[config.mk]
export PLATFORM = sky130hd
export DESIGN_NAME = twe_slave
export DESIGN_NICKNAME = d
export VERILOG_FILES = /design/src/hdl/twe_pkg.sv /design/src/hdl/twe_pin_sync.sv /design/src/hdl/twe_slave.sv
export SDC_FILE = /design/constraint.sdc
export NUM_CORES = 2
export LEC_CHECK = 0
export CORE_ASPECT_RATIO = 0.7
export CORE_MARGIN = 2
export CORE_UTILIZATION = 50
export DETAILED_ROUTE_END_ITERATION = 8
export DONT_BUFFER_PORTS = 1
export HOLD_SLACK_MARGIN = 0.06
export PLACE_DENSITY_LB_ADDON = 0.08
export SYNTH_ARGS = -nofsm -noshare
export SYNTH_HDL_FRONTEND = slang
export SYNTH_SLANG_ARGS = --single-unit
[constraint.sdc]
create_clock -name clock_in -period 4 [get_ports clock_in]
set_clock_uncertainty 0.15 [all_clocks]
set_input_delay 0.2 -clock clock_in [delete_from_list [all_inputs] [get_ports clock_in]]
set_output_delay 0.2 -clock clock_in [all_outputs]
set_load 0.005 [all_outputs]
[src/hdl/twe_pkg.sv]
// shared constants and types of the two-wire memory slave
package twe_pkg;

    // ****************************************
    // word and array geometry
    // ****************************************
    localparam int          BYTE_BITS   = 8;
    localparam int          ADDR_BITS   = 8;
    localparam int          COL_BITS    = 4;
    localparam int          PAGE_BYTES  = 16;
    localparam int          MEM_BYTES   = 256;
    localparam logic [3:0]  BIT_ACK     = 4'h8;
    localparam logic [3:0]  DEV_TYPE    = 4'ha;

    // ****************************************
    // pin positions in the synchroniser bundle
    // ****************************************
    localparam int          PIN_SCL     = 0;
    localparam int          PIN_SDA     = 1;
    localparam int          PIN_CS0     = 2;
    localparam int          PIN_CS1     = 3;
    localparam int          PIN_CS2     = 4;
    localparam int          PIN_WP      = 5;
    localparam int          PIN_COUNT   = 6;

    // ****************************************
    // timing
    // ****************************************
    localparam int          PROGRAM_CYCLE_TIME_MS = 5;
    localparam int          CLK_FREQ_KHZ          = 200000;
    localparam int          PROG_CYCLES           = PROGRAM_CYCLE_TIME_MS * CLK_FREQ_KHZ;

    // ****************************************
    // protocol states
    // ****************************************
    typedef enum logic [2:0] {
        ST_IDLE   = 3'b000,
        ST_DEV    = 3'b001,
        ST_WADDR  = 3'b010,
        ST_WDATA  = 3'b011,
        ST_RDATA  = 3'b100,
        ST_IGNORE = 3'b101,
        ST_PROG   = 3'b110
    } twe_state_t;

endpackage : twe_pkg

[src/hdl/twe_pin_sync.sv]
// two-flop synchroniser bank for the slave's pins
`timescale 1ns/1ps
`default_nettype none

module twe_pin_sync #(
    parameter int WIDTH = 6
) (
    input  wire logic             clock_in,
    input  wire logic             rst_in,
    input  wire logic             clk_en_in,
    input  wire logic [WIDTH-1:0] async_in,
    output var  logic [WIDTH-1:0] sync_out
);

    logic [WIDTH-1:0] meta_q;

    generate
        if (WIDTH < 1) begin : g_bad
            $error("twe_pin_sync: WIDTH must be at least 1");
        end
        for (genvar i = 0; i < WIDTH; i++) begin : g_bit
            // first stage feeds only the second stage
            always_ff @(posedge clock_in) begin
                if (rst_in) begin
                    meta_q[i]   <= 1'b0;
                    sync_out[i] <= 1'b0;
                end else if (clk_en_in) begin
                    meta_q[i]   <= async_in[i];
                    sync_out[i] <= meta_q[i];
                end
            end
        end
    endgenerate

endmodule : twe_pin_sync

`default_nettype wire

[src/hdl/twe_slave.sv]
// two-wire slave of a 256-byte memory with paged, self-timed writes
`timescale 1ns/1ps
`default_nettype none

module twe_slave #(
    parameter int unsigned PROG_CYCLES = twe_pkg::PROG_CYCLES
) (
    input  wire logic clock_in,
    input  wire logic rst_in,
    input  wire logic clk_en_in,
    input  wire logic scl_in,
    input  wire logic sda_in,
    input  wire logic chip_select_bit_2_in,
    input  wire logic chip_select_bit_1_in,
    input  wire logic chip_select_bit_0_in,
    input  wire logic write_protect_in,
    output var  logic sda_out,
    output var  logic sda_oe_n_out,
    output var  logic busy_out,
    output var  logic standby_out
);

    localparam int CNT_W = $clog2(PROG_CYCLES + 1);
    localparam logic [CNT_W-1:0] PROG_LOAD = CNT_W'(PROG_CYCLES - 1);

    generate
        if (PROG_CYCLES < 1) begin : g_bad
            $error("twe_slave: PROG_CYCLES must be at least 1");
        end
    endgenerate

    // ****************************************
    // pin synchronisers and line events
    // ****************************************
    logic [twe_pkg::PIN_COUNT-1:0] pins_raw;
    logic [twe_pkg::PIN_COUNT-1:0] pins_s;
    logic                          scl_prev_q;
    logic                          sda_prev_q;

    assign pins_raw[twe_pkg::PIN_SCL] = scl_in;
    assign pins_raw[twe_pkg::PIN_SDA] = sda_in;
    assign pins_raw[twe_pkg::PIN_CS0] = chip_select_bit_0_in;
    assign pins_raw[twe_pkg::PIN_CS1] = chip_select_bit_1_in;
    assign pins_raw[twe_pkg::PIN_CS2] = chip_select_bit_2_in;
    assign pins_raw[twe_pkg::PIN_WP]  = write_protect_in;

    twe_pin_sync #(
        .WIDTH (twe_pkg::PIN_COUNT)
    ) u_sync (
        .clock_in  (clock_in),
        .rst_in    (rst_in),
        .clk_en_in (clk_en_in),
        .async_in  (pins_raw),
        .sync_out  (pins_s)
    );

    wire       scl_s = pins_s[twe_pkg::PIN_SCL];
    wire       sda_s = pins_s[twe_pkg::PIN_SDA];
    wire       wp_s  = pins_s[twe_pkg::PIN_WP];
    wire [2:0] cs_s  = {pins_s[twe_pkg::PIN_CS2], pins_s[twe_pkg::PIN_CS1], pins_s[twe_pkg::PIN_CS0]};

    always_ff @(posedge clock_in) begin
        if (rst_in) begin
            scl_prev_q <= 1'b0;
            sda_prev_q <= 1'b0;
        end else if (clk_en_in) begin
            scl_prev_q <= scl_s;
            sda_prev_q <= sda_s;
        end
    end

    wire scl_rise = scl_s & ~scl_prev_q;
    wire scl_fall = ~scl_s & scl_prev_q;
    // data edges while the clock stays high mark frame boundaries
    wire start_ev = scl_s & scl_prev_q & sda_prev_q & ~sda_s;
    wire stop_ev  = scl_s & scl_prev_q & ~sda_prev_q & sda_s;

    // ****************************************
    // protocol state
    // ****************************************
    twe_pkg::twe_state_t              state_q;
    logic [3:0]                       bitcnt_q;
    logic [7:0]                       shift_q;
    logic                             ack_q;
    logic                             master_ack_q;
    logic [twe_pkg::ADDR_BITS-1:0]    addr_q;
    logic [twe_pkg::PAGE_BYTES-1:0]   valid_q;
    logic [7:0]                       page_q [twe_pkg::PAGE_BYTES];
    logic [7:0]                       mem_q  [twe_pkg::MEM_BYTES];
    logic [CNT_W-1:0]                 prog_cnt_q;
    logic                             sda_oe_n_q;

    // all pin activity is ignored while the array programs
    wire busy = (state_q == twe_pkg::ST_PROG);
    wire live = ~busy;
    wire in_frame = (state_q != twe_pkg::ST_IDLE) && (state_q != twe_pkg::ST_IGNORE) && live;

    // unconnected select pins are pulled low at the pad
    wire dev_match = (shift_q[7:4] == twe_pkg::DEV_TYPE) && (shift_q[3:1] == cs_s);
    wire dev_read  = shift_q[0];

    wire bit_in    = in_frame & scl_rise & ~ack_q & (bitcnt_q < twe_pkg::BIT_ACK);
    wire byte_done = in_frame & scl_fall & ~ack_q & (bitcnt_q == twe_pkg::BIT_ACK);
    wire ack_rise  = in_frame & scl_rise & ack_q;
    wire ack_end   = in_frame & scl_fall & ack_q;
    wire rd_fall   = in_frame & scl_fall & ~ack_q & (bitcnt_q < twe_pkg::BIT_ACK)
                     & (state_q == twe_pkg::ST_RDATA);
    wire frame_ev  = live & (start_ev | stop_ev);

    wire ack_ok = ((state_q == twe_pkg::ST_DEV) && dev_match)
                  || (state_q == twe_pkg::ST_WADDR)
                  || (state_q == twe_pkg::ST_WDATA);

    // read data path never looks at the protect pin
    wire read_load = ack_end & (state_q == twe_pkg::ST_RDATA) & master_ack_q;
    wire [7:0] rd_byte = mem_q[addr_q];

    wire wr_byte  = byte_done & (state_q == twe_pkg::ST_WDATA);
    wire prog_go  = live & stop_ev & (state_q == twe_pkg::ST_WDATA)
                    & (|valid_q) & ~wp_s;
    wire prog_done = busy & (prog_cnt_q == '0);

    // ****************************************
    // sequencer
    // ****************************************
    always_ff @(posedge clock_in) begin
        if (rst_in) begin
            state_q <= twe_pkg::ST_IDLE;
        end else if (clk_en_in) begin
            if (busy) begin
                if (prog_done) begin
                    state_q <= twe_pkg::ST_IDLE;
                end
            end else if (start_ev) begin
                // a start outside programming restarts decoding, which also ends a bus recovery
                state_q <= twe_pkg::ST_DEV;
            end else if (stop_ev) begin
                state_q <= prog_go ? twe_pkg::ST_PROG : twe_pkg::ST_IDLE;
            end else if (byte_done) begin
                unique case (state_q)
                    twe_pkg::ST_DEV: begin
                        if (!dev_match) begin
                            state_q <= twe_pkg::ST_IDLE;
                        end else begin
                            state_q <= dev_read ? twe_pkg::ST_RDATA : twe_pkg::ST_WADDR;
                        end
                    end
                    twe_pkg::ST_WADDR: begin
                        state_q <= twe_pkg::ST_WDATA;
                    end
                    default: begin
                        state_q <= state_q;
                    end
                endcase
            end else if (ack_rise && (state_q == twe_pkg::ST_RDATA) && sda_s) begin
                // no master acknowledge: park until the next start or stop
                state_q <= twe_pkg::ST_IGNORE;
            end
        end
    end

    // ****************************************
    // bit counter and shifter
    // ****************************************
    always_ff @(posedge clock_in) begin
        if (rst_in) begin
            bitcnt_q <= 4'h0;
            ack_q    <= 1'b0;
            shift_q  <= 8'h00;
        end else if (clk_en_in) begin
            if (frame_ev) begin
                bitcnt_q <= 4'h0;
                ack_q    <= 1'b0;
            end else if (bit_in) begin
                shift_q  <= {shift_q[6:0], sda_s};
                bitcnt_q <= bitcnt_q + 4'h1;
            end else if (byte_done) begin
                ack_q    <= 1'b1;
            end else if (ack_end) begin
                ack_q    <= 1'b0;
                bitcnt_q <= 4'h0;
                if (read_load) begin
                    shift_q <= rd_byte;
                end
            end
        end
    end

    // device's own ack in the read address slot samples as a master ack
    always_ff @(posedge clock_in) begin
        if (rst_in) begin
            master_ack_q <= 1'b0;
        end else if (clk_en_in && ack_rise) begin
            master_ack_q <= ~sda_s;
        end
    end

    // ****************************************
    // open-drain data driver
    // ****************************************
    always_ff @(posedge clock_in) begin
        if (rst_in) begin
            sda_oe_n_q <= 1'b1;
        end else if (clk_en_in) begin
            if (busy || frame_ev) begin
                sda_oe_n_q <= 1'b1;
            end else if (byte_done) begin
                sda_oe_n_q <= ~ack_ok;
            end else if (ack_end) begin
                sda_oe_n_q <= read_load ? rd_byte[7] : 1'b1;
            end else if (rd_fall) begin
                sda_oe_n_q <= shift_q[7];
            end
        end
    end

    // ****************************************
    // address pointer and page buffer
    // ****************************************
    always_ff @(posedge clock_in) begin
        if (rst_in) begin
            addr_q <= '0;
        end else if (clk_en_in) begin
            if (byte_done && (state_q == twe_pkg::ST_WADDR)) begin
                addr_q <= shift_q;
            end else if (wr_byte) begin
                // row bits hold, column wraps inside the page
                addr_q[3:0] <= addr_q[3:0] + 4'h1;
            end else if (read_load) begin
                addr_q <= addr_q + 8'h01;
            end
        end
    end

    always_ff @(posedge clock_in) begin
        if (rst_in) begin
            valid_q <= '0;
        end else if (clk_en_in) begin
            // a fresh start drops an unfinished page, e.g. a dummy write
            if ((live && start_ev) || prog_done) begin
                valid_q <= '0;
            end else if (wr_byte) begin
                valid_q[addr_q[3:0]] <= 1'b1;
            end
        end
    end

    // later bytes to a reused column simply overwrite the slot
    always_ff @(posedge clock_in) begin
        if (clk_en_in && wr_byte) begin
            page_q[addr_q[3:0]] <= shift_q;
        end
    end

    // ****************************************
    // timed programming and array
    // ****************************************
    always_ff @(posedge clock_in) begin
        if (rst_in) begin
            prog_cnt_q <= '0;
        end else if (clk_en_in) begin
            if (prog_go) begin
                prog_cnt_q <= PROG_LOAD;
            end else if (busy && !prog_done) begin
                prog_cnt_q <= prog_cnt_q - CNT_W'(1);
            end
        end
    end

    // only loaded columns are written, so partial pages keep the rest
    always_ff @(posedge clock_in) begin
        if (clk_en_in && prog_done) begin
            for (int j = 0; j < twe_pkg::PAGE_BYTES; j++) begin
                if (valid_q[j]) begin
                    mem_q[{addr_q[7:4], 4'(j)}] <= page_q[j];
                end
            end
        end
    end

    // ****************************************
    // outputs
    // ****************************************
    logic busy_q;
    logic standby_q;
    logic sda_lvl_q;

    always_ff @(posedge clock_in) begin
        if (rst_in) begin
            busy_q    <= 1'b0;
            standby_q <= 1'b1;
            sda_lvl_q <= 1'b0;
        end else if (clk_en_in) begin
            busy_q    <= busy;
            standby_q <= (state_q == twe_pkg::ST_IDLE);
            sda_lvl_q <= 1'b0;
        end
    end

    assign sda_out      = sda_lvl_q;
    assign sda_oe_n_out = sda_oe_n_q;
    assign busy_out     = busy_q;
    assign standby_out  = standby_q;

endmodule : twe_slave

`default_nettype wire

==> impl_metrics.toml <==
[floorplan]
row_count = 128
die_w_um = 504
die_h_um = 354
core_mm2 = 0.174
num_io_pins = 13
start_util = 0.503
dieArea_mm2 = 0.178

[clock_tree]
cts_tree = "done"
cts_max_level = 4
clk_pin_slew_ps = 70
clockBufferDepth = 3
cts_buffers = 208
clock_sinks = 2254
clock_latency_ps = 870
cts_root_buf = "clkbuf_16"

[sta]
drv_slew = 0
setup_viol = 2
holdWs_ps = 243
hold_violations = 0
fmax_ghz = 0.238
timing.setup.tns_ps = -213
finalCritPeriodShare = 1.05
slew_headroom = 0.0511
setup_ws_ps = -198
tightest_slew_ps = 1420
grt_setup_unrepaired = "false"
period_needed_ps = 4200

[global_routing]
grt_pass1_wl_um = 478000
grt_pass1_vias = 48098
grt_max_degree = 60
antenna_found_initial = 75
overflow = 0
track_usage = 0.416

[synthesis]
ys_seq_area_frac = 0.766
syn_area_per_cell_um2 = 20.2
synth_nets = 4335
synth_top_cell_by_area = "edfxtp_1"
ys_seq_elements = 2254
synth_cell_types = 77
synth_enable_flop_cells = 2176
synthTopCellsByArea = "edfxtp_1, mux4_2, mux2i_1, dfxtp_1, nor2_1"
netlist_instances = 4318
ys.flop_type = "edfxtp_1"
syn_area_mm2 = 0.0874
ys_warn_count = 0
synth_top_area_frac = 0.748
synth-async-reset-ratio = 0

[cells_and_area]
drive_gt1_frac = 0.294
nets = 5016
final_core_util = 0.586
syn_to_final_growth_pct = 16.5

[power_and_ir_drop]
powerDensity_mw_per_mm2 = 450
p_leak_nw = 32.7
ir_drop_uv = 356

[place]
io_buffers = 0
hpwl_um = 254000
place.gp.congestion = 1.05

[critical_path]
path_class = "flip-flop to flip-flop"
crit_start = "addr_q[6]$_SDFFE_PP0P_"
path_cells = "buf_4, inv_1, buf_4, nor3_2, a221oi_1, nor2_1, o21ai_0, nand4_1, a211oi_1, a211oi_1"
r2r-start = "addr_q[6]$_SDFFE_PP0P_"
slowest_stage = "dfxtp_1"
critPathTopFamily = "simple AND/OR/NAND/NOR gates"
worst-path-buf-inv = 3
cp_max_fo = 16
required_ps = 4590
end_kind = "flip-flop"
crit_path_max_incr_delay_ps = 980
cp-start-kind = "flip-flop"
crit_arrival_ps = 4790

[run]
maxCapViolations = 0

[detailed_routing]
ant_nets = 0
avgViaCountPerCell = 7.07
drc = 0
finalWirelength_um = 369000
drt_iter0_drc = 12323
wire_per_inst_um = 49.0
firstDrtPassIters = 8
num_vias = 53319

[worst_hold_path]
holdCritStartpoint = "clk_en_in"
hp-class = "input pin to flip-flop"

[outcome]
violations = "negative setup slack"
outcome = "complete, but fails checks"
[flip-flops by register name, summed over array words and instances (netlist names), 3 cells and up]
signal	cells
mem_q	2048
bitcnt_q	4
prog_cnt_q	20
addr_q	8
u_sync.sync_out	6
shift_q	8
u_sync.meta_q	6
state_q	3
valid_q	16
page_q	128
[placed cells by master, fill, tap and decap left out, types with 28 or more instances in the layout]
cell type	Yosys	routed
clkinv_2	0	34
a21oi_1	82	82
clkinv_1	0	55
nor3_1	37	34
a22oi_1	86	86
clkbuf_1	86	41
nand2_1	138	138
buf_4	33	664
mux4_2	483	483
mux2i_1	198	198
o21ai_0	41	41
nand3_1	56	56
dfxtp_1	78	72
clkbuf_16	0	214
edfxtp_1	2176	2176
and3_1	28	28
nor2_1	340	340
buf_12	3	34
[area by class of cell]
| class | instances | area, um^2 |
|---|---|---|
| multi-input cells | 1801 | 19100 |
| inverters | 15 | 63.8 |
| clock buffers | 255 | 5510 |
| diodes | 26 | 65.1 |
| repair buffers | 719 | 5890 |
| flip-flops and latches | 2254 | 66900 |
| well taps | 2340 | 2930 |
| fillers | 12725 | 71900 |
| clock inverters | 130 | 1310 |
[where the power goes]
part           total [W]  switching [W]  leakage (nW)  internal (W)
sequential        0.0255     0.00000766          21.0        0.0255
clock             0.0203        0.00901          3.32        0.0113
combinational  0.0000676      0.0000397          8.40     0.0000279
[routing by layer]
layer | vias to the layer above | global-route usage | routed length [um]
met5 | - | 0.0476 | 1180
met4 | 30 | 0.125 | 13400
met3 | 613 | 0.252 | 77400
met2 | 5684 | 0.507 | 139000
met1 | 27825 | 0.609 | 138000
li1 | 19167 | - | -
[worst reg2reg max path, delay by kind of cell (launching register included)]
| kind | cells | cell delay, ps |
|---|---|---|
| flip-flops | 1 | 980 |
| AND/OR/NAND/NOR | 3 | 1390 |
| buffers and inverters | 3 | 570 |
| AO/OA/AOI/OAI | 4 | 990 |
[cell usage after synthesis (9+ instances only)]
cell type  number
a211oi_1       17
a21oi_1        82
a221oi_1       17
a22o_1          9
a22oi_1        86
a31oi_1         9
and2_1         10
and3_1         28
buf_1          20
buf_2          88
buf_4          33
buf_6          16
clkbuf_1       86
dfxtp_1        78
edfxtp_1     2176
inv_1          13
mux2i_1       198
mux4_2        483
nand2_1       138
nand2_2        10
nand2b_1       13
nand3_1        56
nand4_1        22
nor2_1        340
nor2b_1        23
nor3_1         37
nor4_1         19
o21ai_0        41
o22ai_1        23
xnor2_1         9
xor2_1          9
[metrics by stage]
| stage | cell area (um^2) | cells | power, W | setup slack [ps] |
|---|---|---|---|---|
| after CTS | 102000 | 7507 | 0.0459 | 30.6 |
| final | 102000 | 7540 | 0.0459 | -198 |
| after global placement | 94600 | 7096 | 0.0260 | -21.5 |
| after floorplan | 87400 | 4318 | 0.0260 | 862 |
| after detailed placement | 94600 | 7097 | 0.0260 | -44.9 |
| after global routing | 102000 | 7528 | 0.0468 | 8.34 |
[timing repair]
action                                  in CTS  in global routing
hold buffers                                21                  0
pin swaps                                    1                  0
endpoints found under the hold margin      118                  0
resized for setup                            2                  0
endpoints found under the setup margin      14                  2
buffers inserted                             4                  7
[cells by family after synthesis]
logic type	share of synthesized area
adder cells (fa/ha/maj)	0.00115
buffers and inverters	0.0162
AND/OR/NAND/NOR	0.0389
XOR/XNOR	0.00180
other	0.0000429
AO/OA/AOI/OAI	0.0273
multiplexers	0.149
flip-flops	0.766
[worst paths after layout]
check / end / cells after the start / slack [ps]
setup / recovery: shift_q[3]$_SDFFE_PP0P_ / 10 / -200
hold / removal: u_sync.sync_out[4]$_SDFFE_PP0P_ / 4 / 240
hold reg to reg: prog_cnt_q[11]$_SDFFE_PP0P_ / 2 / 310
setup reg to reg: shift_q[3]$_SDFFE_PP0P_ / 10 / -200
No activity file was read; power rests on OpenSTA's default activity.
